## src/hw/msp_map.svh

```systemverilog
// Purpose: Address map, field positions and timing counts of the sync processor
// Assumes: Included by the design module and by the testbench
// Notes:   Definitions only
`ifndef MSP_MAP_SVH
`define MSP_MAP_SVH
// Register byte addresses
`define MSP_HCNT_LO   8'h00
`define MSP_HCNT_HI   8'h04
`define MSP_VCNT_LO   8'h08
`define MSP_VCNT_HI   8'h0C
`define MSP_THIRD_CONTROL_REG     8'h10
`define MSP_SYNC_CFG  8'h14
`define MSP_SOA_UP    8'h18
`define MSP_SOA_LO    8'h1C
`define MSP_VEC       8'h20
`define MSP_MSK       8'h24
`define MSP_CLR       8'h28
// Field positions
`define MSP_POL_BIT   7
`define MSP_HFO_EN    0
`define MSP_HFO_POL   2
`define MSP_DIVIDE_BY_TWO_SELECT  3
`define MSP_IRQ_SOA   3
`define MSP_IRQ_VEV   4
// Timing
`define MSP_CLK_NS      10
`define MSP_CLAMP_N_NS  500
`define MSP_CLAMP_W_NS  900
`define MSP_CLAMP_N_CYC ((`MSP_CLAMP_N_NS + `MSP_CLK_NS - 1) / `MSP_CLK_NS)
`define MSP_CLAMP_W_CYC ((`MSP_CLAMP_W_NS + `MSP_CLK_NS - 1) / `MSP_CLK_NS)
`define MSP_VSEP_MIN  7'h40
`define MSP_VPRE_LAST 6'h3F
`define MSP_H_SAT     9'h1FF
`define MSP_V_MAX     12'hFFF
`define MSP_DTICK_END 3'h7
`define MSP_DV_END_S  10'h1FF
`define MSP_DV_END_L  10'h3FF
`define MSP_DVW_S     10'h008
`define MSP_DVW_L     10'h010
`define MSP_ACC_MAX   16'h7FFF
`define MSP_ACC_MIN   16'h8001
// Bus answers and reset values
`define MSP_RESP_OK   2'h0
`define MSP_RESP_ERR  2'h2
`define MSP_CFG_RST   7'h00
`endif

```

## src/hw/msp_pkg.sv

```systemverilog
// Purpose: Types of the sync processor
// Assumes: Map header gives all numbers used by logic
// Notes:   State of the block is one packed struct
package msp_pkg;
  typedef struct packed {
    logic       csync;   // Vertical taken from composite input
    logic       up_dis;  // Upper safe-area bound off
    logic       cws;     // Wide clamp
    logic       ces;     // Clamp on trailing edge
    logic       dvs;     // Dummy vertical long divide
    logic [1:0] dhs;     // Dummy horizontal select hi/lo
  } msp_cfg_t;

  typedef struct packed {
    logic        hraw_q, vraw_q, hp_q, vp_q, hfi_q;
    logic [15:0] hacc, vacc;
    logic        hneg, vneg;
    logic [8:0]  hcyc, hmeas;
    logic        nosync;
    logic [5:0]  vpre;
    logic [11:0] vcnt, hlat, vlat;
    logic [6:0]  sepw;
    logic        vsep;
    logic [2:0]  dtick;
    logic [5:0]  dh;
    logic [9:0]  dv;
    logic        dhs_o, dvs_o;
    logic [6:0]  clcnt;
    logic        clamp;
    logic [1:0]  bad;
    logic        tog, half_freq_output_pin;
    logic [3:0]  ctl3;
    msp_cfg_t    cfg;
    logic [7:0]  soa_up, soa_lo;
    logic [5:0]  vec, msk;
    logic        aw_ok, w_ok;
    logic [7:0]  awa, wd;
    logic        wstb, bvalid;
    logic [1:0]  bresp, rresp;
    logic        rvalid;
    logic [7:0]  rdata;
  } msp_state_t;
endpackage : msp_pkg

```

## src/hw/msp_sync_proc.sv

```systemverilog
// Purpose: Monitor sync processor with AXI4-Lite register access
// Assumes: i_core_clk is the oscillator clock; sync inputs synchronous
// Notes:   Registers are 8 bits wide in the low byte of each word
// Behaviour
// Sync polarity detected automatically, shown in bit 7 of count high bytes.
// Source keeps sync pulses short enough for polarity detection to work.
// Composite pulses of 64 clocks or more are taken as vertical sync.
// Two 12-bit counters measure horizontal and vertical rate continuously.
// Vertical event latches both counts into the count registers.
// Vertical counter steps every 64 clocks; overflow bounds lowest rate.
// Horizontal count resolution is one eighth of a clock period; code counts whole clocks, low three bits read zero.
// Dummy horizontal period 64N clocks, width 8N; N by select code.
// Dummy vertical divides by 512 or 1024, width 8 or 16 lines.
// Clamp starts at leading or trailing sync edge by edge select.
// Clamp width narrow or wide by width select.
// Two consecutive out-of-window horizontal measurements raise safe-area flag.
// No horizontal edge for 512 clocks raises safe-area flag.
// Upper-bound disable leaves only lower bound and missing-sync checks.
// Half-rate output enable passes horizontal input at same or half rate.
// Divide-by-two toggles on each falling input edge.
// Polarity bit inverts the half-rate output.
// Vertical-event flag on every vertical pulse and counter overflow.
// Six sources combine into one shared request.
// Vector register shows which source requested; software reads it.
// Cleared mask bit blocks its source.
// Writing one to clear register clears that flag; zero does nothing.
// Hardware sets a vector flag only when its mask bit is set.
// Latched counts hold until the next vertical event.
// In-window measurement resets the consecutive violation count.
`timescale 1ns/10ps
`include "msp_map.svh"

module msp_sync_proc
  import msp_pkg::*;
#(
  parameter int ADDR_W = 8
) (
  input  wire logic              i_core_clk,
  input  wire logic              i_rst,
  input  wire logic              i_hin,
  input  wire logic              i_vin,
  input  wire logic              i_half_freq_input_pin,
  input  wire logic [3:0]        i_ext_irq,
  input  wire logic [ADDR_W-1:0] i_s_axi_awaddr,
  input  wire logic              i_s_axi_awvalid,
  output logic                   o_s_axi_awready,
  input  wire logic [31:0]       i_s_axi_wdata,
  input  wire logic [3:0]        i_s_axi_wstrb,
  input  wire logic              i_s_axi_wvalid,
  output logic                   o_s_axi_wready,
  output logic [1:0]             o_s_axi_bresp,
  output logic                   o_s_axi_bvalid,
  input  wire logic              i_s_axi_bready,
  input  wire logic [ADDR_W-1:0] i_s_axi_araddr,
  input  wire logic              i_s_axi_arvalid,
  output logic                   o_s_axi_arready,
  output logic [31:0]            o_s_axi_rdata,
  output logic [1:0]             o_s_axi_rresp,
  output logic                   o_s_axi_rvalid,
  input  wire logic              i_s_axi_rready,
  output logic                   o_dummy_hsync,
  output logic                   o_dummy_vsync,
  output logic                   o_vsync_sep,
  output logic                   o_clamp,
  output logic                   o_half_freq_output_pin,
  output logic                   o_shared_irq_request
);

  msp_state_t s;
  msp_state_t next_s;

  // Event and decode terms shared by the state update and checks
  logic       hp, vp, hlead, htrail, vlead;
  logic       vtick, vovf, vertical_event_flag, soa_ev;
  logic       h_hi, h_lo, in_win;
  logic [5:0] irq_set, irq_clr;
  logic       wr_go, aw_take, w_take, ar_take;
  logic [2:0] dn;

  // Saturating polarity accumulator: +1 high, -1 low
  function automatic logic [15:0] acc_step(
      input logic [15:0] a, input logic lvl);
    if (lvl) begin
      acc_step = (a == `MSP_ACC_MAX) ? a : a + 16'h0001;
    end else begin
      acc_step = (a == `MSP_ACC_MIN) ? a : a - 16'h0001;
    end
  endfunction : acc_step

  // Dummy divider factor N per select code
  always_comb begin
    case (s.cfg.dhs)
      2'h0:    dn = 3'h4;
      2'h1:    dn = 3'h2;
      2'h2:    dn = 3'h3;
      default: dn = 3'h5;
    endcase
  end

  // Sync pulses normalised to active high
  always_comb begin
    hp     = i_hin ^ s.hneg;
    hlead  = hp & ~s.hp_q;
    htrail = ~hp & s.hp_q;
    // Composite mode uses separated vertical
    vp     = s.cfg.csync ? s.vsep : (i_vin ^ s.vneg);
    vlead  = vp & ~s.vp_q;
    vtick  = (s.vpre == `MSP_VPRE_LAST);
    vovf   = vtick && (s.vcnt == `MSP_V_MAX) && !vlead;
    vertical_event_flag = vlead | vovf;
  end

  // Safe-area window, in clocks: 8*upper and 8*(lower+1)
  always_comb begin
    // Period is the clock count plus the edge cycle itself
    h_hi   = !s.cfg.up_dis &&
             (({3'h0, s.hcyc} + 12'h001) < {1'b0, s.soa_up, 3'h0});
    h_lo   = (({3'h0, s.hcyc} + 12'h001) > ({1'b0, s.soa_lo, 3'h0} + 12'h008));
    in_win = !h_hi && !h_lo;
    soa_ev = (hlead && !in_win && s.bad == 2'h1) ||
             (!s.nosync && s.hcyc == `MSP_H_SAT && !hlead);
  end

  // Shared request sources; hardware sets only where unmasked
  always_comb begin
    irq_set = {i_ext_irq[3], vertical_event_flag, soa_ev, i_ext_irq[2:0]};
    irq_set = irq_set & s.msk; // see R21
  end

  // Bus handshakes: one write and one read in flight
  always_comb begin
    o_s_axi_awready = !s.aw_ok && !s.bvalid;
    o_s_axi_wready  = !s.w_ok && !s.bvalid;
    o_s_axi_arready = !s.rvalid;
    aw_take = i_s_axi_awvalid && o_s_axi_awready;
    w_take  = i_s_axi_wvalid && o_s_axi_wready;
    ar_take = i_s_axi_arvalid && o_s_axi_arready;
    wr_go   = s.aw_ok && s.w_ok && !s.bvalid;
    irq_clr = (wr_go && s.wstb && s.awa == `MSP_CLR) ? s.wd[5:0] : 6'h00;
  end

  // Next state of the whole block
  always_comb begin
    next_s = s;
    next_s.hraw_q = i_hin;
    next_s.vraw_q = i_vin;
    next_s.hp_q   = hp;
    next_s.vp_q   = vp;
    next_s.hfi_q  = i_half_freq_input_pin;

    // Polarity: longer level per period is the idle level
    next_s.hacc = acc_step(s.hacc, i_hin);
    next_s.vacc = acc_step(s.vacc, i_vin);
    if (i_hin && !s.hraw_q) begin
      next_s.hneg = !s.hacc[15] && (s.hacc != 16'h0000);
      next_s.hacc = 16'h0000;
    end
    if (i_vin && !s.vraw_q) begin
      next_s.vneg = !s.vacc[15] && (s.vacc != 16'h0000);
      next_s.vacc = 16'h0000;
    end

    // Separator: wide pulses are vertical
    if (!hp) begin
      next_s.sepw = 7'h00;
      next_s.vsep = 1'b0;
    end else if (s.sepw != `MSP_VSEP_MIN) begin
      next_s.sepw = s.sepw + 7'h01;
    end
    if (hp && next_s.sepw == `MSP_VSEP_MIN) begin
      next_s.vsep = 1'b1;
    end

    // Horizontal period in clocks, reported in eighths
    if (hlead) begin
      next_s.hmeas  = (s.hcyc == `MSP_H_SAT) ? s.hcyc : s.hcyc + 9'h001; // see R4
      next_s.hcyc   = 9'h000;
      next_s.nosync = 1'b0;
    end else if (s.hcyc != `MSP_H_SAT) begin
      next_s.hcyc = s.hcyc + 9'h001;
    end else begin
      next_s.nosync = 1'b1;
    end

    // Consecutive out-of-window count
    if (hlead) begin
      if (in_win) begin
        next_s.bad = 2'h0;
      end else if (s.bad == 2'h1) begin
        next_s.bad = 2'h0;
      end else begin
        next_s.bad = 2'h1;
      end
    end

    // Vertical period in 64-clock steps
    next_s.vpre = vtick ? 6'h00 : s.vpre + 6'h01;
    if (vtick) begin
      next_s.vcnt = s.vcnt + 12'h001;
    end
    if (vlead) begin
      next_s.vcnt = 12'h000;
      next_s.vpre = 6'h00;
    end
    // Latched values only move on a vertical event
    if (vertical_event_flag) begin
      next_s.hlat = {s.hmeas, 3'h0}; // see R5
      next_s.vlat = vovf ? `MSP_V_MAX : s.vcnt;
    end

    // Dummy sync generator, tick every 8 clocks
    next_s.dtick = s.dtick + 3'h1;
    if (s.dtick == `MSP_DTICK_END) begin
      if (s.dh >= {dn, 3'h0} - 6'h01) begin
        next_s.dh = 6'h00;
        if (s.dv >= (s.cfg.dvs ? `MSP_DV_END_L : `MSP_DV_END_S)) begin
          next_s.dv = 10'h000;
        end else begin
          next_s.dv = s.dv + 10'h001;
        end
      end else begin
        next_s.dh = s.dh + 6'h01;
      end
    end
    next_s.dhs_o = (s.dh < {3'h0, dn});
    next_s.dvs_o = (s.dv < (s.cfg.dvs ? `MSP_DVW_L : `MSP_DVW_S));

    // Clamp pulse, restarted by the selected edge
    if (s.cfg.ces ? htrail : hlead) begin
      next_s.clamp = 1'b1;
      next_s.clcnt = s.cfg.cws ? 7'(`MSP_CLAMP_W_CYC - 1)
                               : 7'(`MSP_CLAMP_N_CYC - 1);
    end else if (s.clcnt != 7'h00) begin
      next_s.clcnt = s.clcnt - 7'h01;
    end else begin
      next_s.clamp = 1'b0;
    end

    // Half-rate horizontal output
    if (s.hfi_q && !i_half_freq_input_pin) begin
      next_s.tog = !s.tog;
    end
    next_s.half_freq_output_pin = s.ctl3[`MSP_HFO_EN] &&
                 ((s.ctl3[`MSP_DIVIDE_BY_TWO_SELECT] ? s.tog : i_half_freq_input_pin)
                  ^ s.ctl3[`MSP_HFO_POL]);

    // Vector flags: a new event wins over a clear
    next_s.vec = (s.vec & ~irq_clr) | irq_set; // see R22

    // Write address and data taken in either order
    if (aw_take) begin
      next_s.aw_ok = 1'b1;
      next_s.awa   = i_s_axi_awaddr[7:0];
    end
    if (w_take) begin
      next_s.w_ok = 1'b1;
      next_s.wd   = i_s_axi_wdata[7:0];
      next_s.wstb = i_s_axi_wstrb[0];
    end
    if (s.bvalid && i_s_axi_bready) begin
      next_s.bvalid = 1'b0;
    end
    if (wr_go) begin
      next_s.aw_ok  = 1'b0;
      next_s.w_ok   = 1'b0;
      next_s.bvalid = 1'b1;
      next_s.bresp  = `MSP_RESP_OK;
      case (s.awa)
        `MSP_THIRD_CONTROL_REG: begin
          if (s.wstb) next_s.ctl3 = s.wd[3:0];
        end
        `MSP_SYNC_CFG: begin
          if (s.wstb) next_s.cfg = s.wd[6:0];
        end
        `MSP_SOA_UP: begin
          if (s.wstb) next_s.soa_up = s.wd;
        end
        `MSP_SOA_LO: begin
          if (s.wstb) next_s.soa_lo = s.wd;
        end
        `MSP_MSK: begin
          if (s.wstb) next_s.msk = s.wd[5:0];
        end
        // Count and vector registers ignore writes; clear acts through irq_clr
        `MSP_HCNT_LO, `MSP_HCNT_HI, `MSP_VCNT_LO,
        `MSP_VCNT_HI, `MSP_VEC, `MSP_CLR: begin
          next_s.bresp = `MSP_RESP_OK;
        end
        default: next_s.bresp = `MSP_RESP_ERR;
      endcase
    end

    // Reads answer one cycle after the address is taken
    if (s.rvalid && i_s_axi_rready) begin
      next_s.rvalid = 1'b0;
    end
    if (ar_take) begin
      next_s.rvalid = 1'b1;
      next_s.rresp  = `MSP_RESP_OK;
      next_s.rdata  = 8'h00;
      case (i_s_axi_araddr[7:0])
        `MSP_HCNT_LO:  next_s.rdata = s.hlat[7:0];
        `MSP_HCNT_HI:  next_s.rdata = {s.hneg, 3'h0, s.hlat[11:8]};
        `MSP_VCNT_LO:  next_s.rdata = s.vlat[7:0];
        `MSP_VCNT_HI:  next_s.rdata = {s.vneg, 3'h0, s.vlat[11:8]};
        `MSP_THIRD_CONTROL_REG:    next_s.rdata = {4'h0, s.ctl3};
        `MSP_SYNC_CFG: next_s.rdata = {1'b0, s.cfg};
        `MSP_SOA_UP:   next_s.rdata = s.soa_up;
        `MSP_SOA_LO:   next_s.rdata = s.soa_lo;
        `MSP_VEC:      next_s.rdata = {2'h0, s.vec};
        `MSP_MSK:      next_s.rdata = {2'h0, s.msk};
        `MSP_CLR:      next_s.rdata = 8'h00;
        default:       next_s.rresp = `MSP_RESP_ERR;
      endcase
    end
  end

  // Single state register
  always_ff @(posedge i_core_clk or posedge i_rst) begin
    if (i_rst) begin
      s <= '0;
    end else begin
      s <= next_s;
    end
  end

  // Outputs straight from state
  always_comb begin
    o_s_axi_bvalid         = s.bvalid;
    o_s_axi_bresp          = s.bresp;
    o_s_axi_rvalid         = s.rvalid;
    o_s_axi_rresp          = s.rresp;
    o_s_axi_rdata          = {24'h00_0000, s.rdata};
    o_dummy_hsync          = s.dhs_o;
    o_dummy_vsync          = s.dvs_o;
    o_vsync_sep            = s.vsep;
    o_clamp                = s.clamp;
    o_half_freq_output_pin = s.half_freq_output_pin;
    o_shared_irq_request   = |s.vec;
  end

  // Checks
  localparam int CLN = `MSP_CLAMP_N_CYC;
endmodule : msp_sync_proc

```

## config.mk

```make
export PLATFORM = sky130hd
export DESIGN_NAME = msp_sync_proc
export DESIGN_NICKNAME = d
export VERILOG_FILES = /design/src/hw/msp_pkg.sv /design/src/hw/msp_sync_proc.sv
export VERILOG_INCLUDE_DIRS = /design/src /design/src/hw
export SDC_FILE = /design/constraint.sdc
export NUM_CORES = 1
export LEC_CHECK = 0
export BUFFER_PORTS_ARGS = -buffer_cell sky130_fd_sc_hd__clkbuf_2
export CAP_MARGIN = 5
export CORE_MARGIN = 2
export CORE_UTILIZATION = 45
export DETAILED_ROUTE_END_ITERATION = 16
export GPL_ROUTABILITY_DRIVEN = 0
export PLACE_DENSITY = 0.65
export RECOVER_POWER = 25
export SLEW_MARGIN = 20
export SYNTH_ARGS = -nofsm -noshare
export SYNTH_HDL_FRONTEND = slang
export SYNTH_SLANG_ARGS = --single-unit
```

## constraint.sdc

```tcl
create_clock -name i_core_clk -period 9.1 [get_ports i_core_clk]
set_clock_uncertainty 0.1 [all_clocks]
set_input_delay 1.365 -clock i_core_clk [delete_from_list [all_inputs] [get_ports i_core_clk]]
set_output_delay 1.365 -clock i_core_clk [all_outputs]
set_load 0.005 [all_outputs]
```

Yosys cells after proc, flatten, opt, wreduce, memory -nomap -nowiden

Index checks and enable logic that the tools add are counted.

Muxes and demuxes: 46
Eq/ne operators: 41
Order comparisons: 6
Bitwise gates (word level): 14
Reduce and logical (&&, ||, !) cells: 68
$add $sub $neg: 15

Operators by type and width:

| kind                                               | count |
|---|---|
| 2-to-1 mux 16 bit                                  | 8 |
| one-hot mux 8 bit (10 select lines)                | 1 |
| == test 8 x 5 -> 1 bit, second input constant      | 8 |
| == test 8 x 6 -> 1 bit, second input constant      | 6 |
| 2-to-1 mux 9 bit                                   | 4 |
| adder 16 x 1 -> 16 bit, second input constant      | 2 |
| == test 16 x 15 -> 1 bit, second input constant    | 2 |
| == test 16 bit, second input constant              | 2 |
| == test 8 x 4 -> 1 bit, second input constant      | 4 |
| nonzero test 16 bit                                | 2 |
| subtractor 16 x 1 -> 16 bit, second input constant | 2 |
| 2-to-1 mux 7 bit                                   | 4 |
| logical AND 1 bit                                  | 26 |
| 2-to-1 mux 12 bit                                  | 2 |
| OR reduction 11 bit                                | 2 |
| 2-to-1 mux 10 bit                                  | 2 |
| 2-to-1 mux 18 bit                                  | 1 |
| 2-to-1 mux 6 bit                                   | 3 |
| logical NOT 1 bit                                  | 17 |
| == test 8 x 3 -> 1 bit, second input constant      | 2 |
| logical NOT 8 bit                                  | 2 |
| AND reduction 3 bit                                | 5 |
| 2-to-1 mux 1 bit                                   | 14 |
| nonzero test 2 bit                                 | 7 |
| 45 further kinds                                   | 62 |

Output and inout bits: 47
Logic and storage cells: 239
Flip-flop bits (word level): 210
Input bits: 66

Longest topological paths before layout

Depth in word-level cells: 11
Gate-level depth with buffers: 12
Gate-level depth less buffers: 12

Worst setup path before layout

OpenSTA, ideal clock, no wires.

Path kind: input to register
From: input port i_hin
To: register s[207] (netlist bit)
Data arrival time: 3.299 ns
Setup slack: 5.577 ns
Cell stages on the path: 9
Path buffers: 0
Setup time: 0.124 ns
Required time: 8.876 ns
Cells stage by stage: inv_1 ha_1 a2111oi_0 o21ai_0 nand3_1 o21ai_0 a211oi_1 nor4b_1 a211o_1

Word-level cells in the longest chain between the ends: 3
Elaborated cells on any way between the ends: 6
Those cells by class: eq/ne (2); mux (2); reduce/logical (2)

Ends and longest elaborated chain:

| element                                 | line                 | text |
|---|---|---|
| from (decl)                             | msp_sync_proc.sv:40  | `input wire logic i_hin,` |
| logical AND 1 bit                       | msp_sync_proc.sv:154 | `if (i_hin && !s.hraw_q) begin` |
| != test 3 x 2 -> 1 bit (no source line) | -                    |  |
| AND reduction 2 bit (no source line)    | -                    |  |
| to (signal assigned)                    | msp_sync_proc.sv:323 | `s <= next_s;` |
| to (decl)                               | msp_sync_proc.sv:69  | `msp_state_t s;` |

Several ways; a longest one is shown, not always the timed one.
A chain may end at the register's enable or synchronous reset.

Final worst setup path

Same ends and word-level chain as after synthesis.

==> metrics.cfg <==
[run_status]
outcome=completed

[synthesis]
synth_top_area_frac=0.459
synth_flop_cell=dfrtp_1
yosysWarnings=0
ys_ff_latch=207
synth_cell_types=72
ys_async_sr_fraction=1.00
synth_area_leader_cell=dfrtp_1
synth.area.top_cells=dfrtp_1, ha_1, mux2_2
synth_commonest_cells=dfrtp_1, nand2_1, o21ai_0, nor2_1, ha_1
netlist_area_um2=11300
syn_area_per_cell_um2=10.0
yosysSeqAreaShare=0.459
yosysMostFrequentCell=dfrtp_1
synth-edff-count=0
synthCells=1125

[setup_path]
cp-startpoint=i_hin
cp_data_arrival_time_ns=4.28
crit_chain=clkbuf_1 -> inv_1 -> ha_1 -> a2111oi_0 -> o21ai_0 -> nand3_1 -> o21ai_0 -> a211oi_1 -> nor4b_1 -> a211o_1
crit_buf_inv=2
regToRegEndpoint=s[74]
cp_top_family=compound AO/OA/AOI/OAI gates
crit_top_cell=o21ai_0
crit_cells=10
crit_end=s[207]
rr_startpoint=s[165]
r2r_slack_ns=6.14
cp_max_fo=15
crit_type=in -> reg
start_kind=input pin
slowest_delay_ns=0.48
required_ns=9.39
worstRegToRegCells=11
end_kind=flip-flop
cp_slowest_cell=ha_1

[global_route]
grt_usage=0.193
grt.overflow.total=0
grt_pass1_wl_um=42200
grt_pass1_vias=8325
grt_max_degree=132
antenna_found_initial=0

[clocking]
numCtsBuffers=24
cts_tree=done
clk_path_buf_depth=3
clk_latency_ns=0.51
holdBufCountCts=0
clkTransAtPathRegs_ns=0.06
htree_num_levels=1
root_buffer=clkbuf_16
cts-resized-gates=0
cts_setup_buffers=0
clkSinkCount=207

[floorplan]
die_w_um=162
start_util=0.462
num_rows=57
die-area_um2=26400
ios=113
die_h_um=162
coreArea_um2=24500

[cells_and_area]
drive_above_1_share=0.147
fillCellCount=2211
final_area_um2=12700
area_delta_synth_final_pct=12.2
fin_cells=1518
finalNetCount=1306
diodes=0

[place]
placed_area_um2=11700
dp_cells=1474
port_buffers=59
place.detailed.hpwl_um=17400

[sta]
tns_ns=0
max_freq_mhz=250
fin_crit_sh=0.439
tightest_slew_ns=1.03
finalHoldViolations=0
fin_crit_ns=3.99
drv_slew=0
final-setup-viol-count=0
rsz0062_at_grt=false
relSlewSlack=0.309

[pwr]
powerDensity_nw_per_um2=279
ir_drop_mv=0.186
leakagePower_uw=0.00585

[drt]
wl_met2_um=11300
first_iter_violations=505
dr.pass1.iters=5
wl_met1_um=11700
wl_per_cell_um=16.2
wl_met3_um=1150
top_layer_used=met4
route.detailed.drc=0
drt_wl_total_um=24500
ant_nets=0
via_count=8382
vias_per_cell=5.52

[hold_path]
whs_path_depth=1
holdCritPathClass=reg -> reg

[job]
cap_violations=0

power breakdown:
group | internal [uW] | switching (uW)
Clock | 732 | 388
Combinational | 488 | 543
Sequential | 1160 | 236
Total | 2370 | 1170
layout make-up:
cell class              count  area, um2  share of cell area
multi-input cells         843       5690               0.449
flip-flops and latches    207       5180               0.409
clock buffers              30        684              0.0540
well taps                 324        405              0.0320
repair buffers             63        317              0.0250
clock inverters            14        255              0.0201
inverters                  37        146              0.0115
worst register-to-register path: cells and delay by family, from the launching register on:
| kind | cells | cell delay [ns] |
|---|---|---|
| simple gates | 4 | 0.73 |
| flops | 1 | 0.43 |
| compound gates | 3 | 0.56 |
| mux | 1 | 0.10 |
| fa+ha+maj | 3 | 0.88 |
per-stage QoR:
stage | setup WS [ns] | hold WS [ns] | utilization | power [uW]
floorplan | 1.98 | 0.301 | - | 2170
global placement | 4.87 | 0.314 | 0.480 | 2400
detailed placement | 4.85 | 0.324 | 0.480 | 2440
CTS | 5.39 | 0.333 | 0.519 | 3570
global route | 4.91 | 0.374 | 0.518 | 3790
finish | 5.11 | 0.326 | 0.518 | 3540
metal layers:
| metal | vias to the layer above | GRT usage |
|---|---|---|
| li1 | 4079 | - |
| met1 | 4083 | 0.273 |
| met2 | 189 | 0.312 |
| met3 | 31 | 0.0316 |
| met4 | 0 | 0.0451 |
| met5 | - | 0 |
layout by cell type (no fill, tap or decap), drive strengths merged, types with 4 or more instances in the layout:
cell type | Yosys | routed
o21a | 5 | 5
mux2 | 54 | 54
conb | 1 | 26
dfrtp | 207 | 207
a221oi | 6 | 6
mux2i | 12 | 12
a21oi | 37 | 37
a21o | 16 | 16
o22ai | 4 | 4
clkinv | 0 | 6
clkbuf | 20 | 90
nand4 | 16 | 16
a22oi | 7 | 7
nand2 | 113 | 113
xnor2 | 36 | 36
nand2b | 12 | 12
bufinv | 0 | 7
inv | 37 | 37
and2 | 7 | 7
ha | 62 | 62
or2 | 6 | 6
a211oi | 7 | 7
nor2b | 10 | 10
o21ai | 99 | 99
nor4 | 14 | 14
or3 | 9 | 9
xor2 | 39 | 39
nor2 | 90 | 90
nor3 | 28 | 28
o31ai | 11 | 11
o22a | 11 | 11
and3 | 16 | 16
a31oi | 11 | 11
a22o | 11 | 11
nand3 | 28 | 28
flip-flops by register name, indices dropped and copies added, names as in the netlist:
signal / flops
s: 190
o_s_axi_rdata: 8
o_s_axi_bvalid: 1
o_half_freq_output_pin: 1
o_s_axi_rvalid: 1
o_vsync_sep: 1
o_dummy_hsync: 1
o_clamp: 1
o_s_axi_rresp: 1
o_dummy_vsync: 1
o_s_axi_bresp: 1
worst min path at each step:
stage	start	endpoint	slack [ns]
5_1_grt	s[102]	s[102]	0.37
3_3_place_gp	s[102]	s[102]	0.31
3_5_place_dp	s[102]	s[102]	0.32
6_report	s[102]	s[102]	0.33
2_1_floorplan	s[102]	s[102]	0.30
4_1_cts	s[102]	s[102]	0.33
kinds of logic after synthesis:
logic type,synth area share
multiplexers,0.0678
other,0.000332
XOR/XNOR,0.0588
buffers and inverters,0.0461
AND/OR/NAND/NOR,0.155
flip-flops,0.459
adder cells (fa/ha/maj),0.0722
AO/OA/AOI/OAI,0.141
No activity file was read; power rests on OpenSTA's default activity.
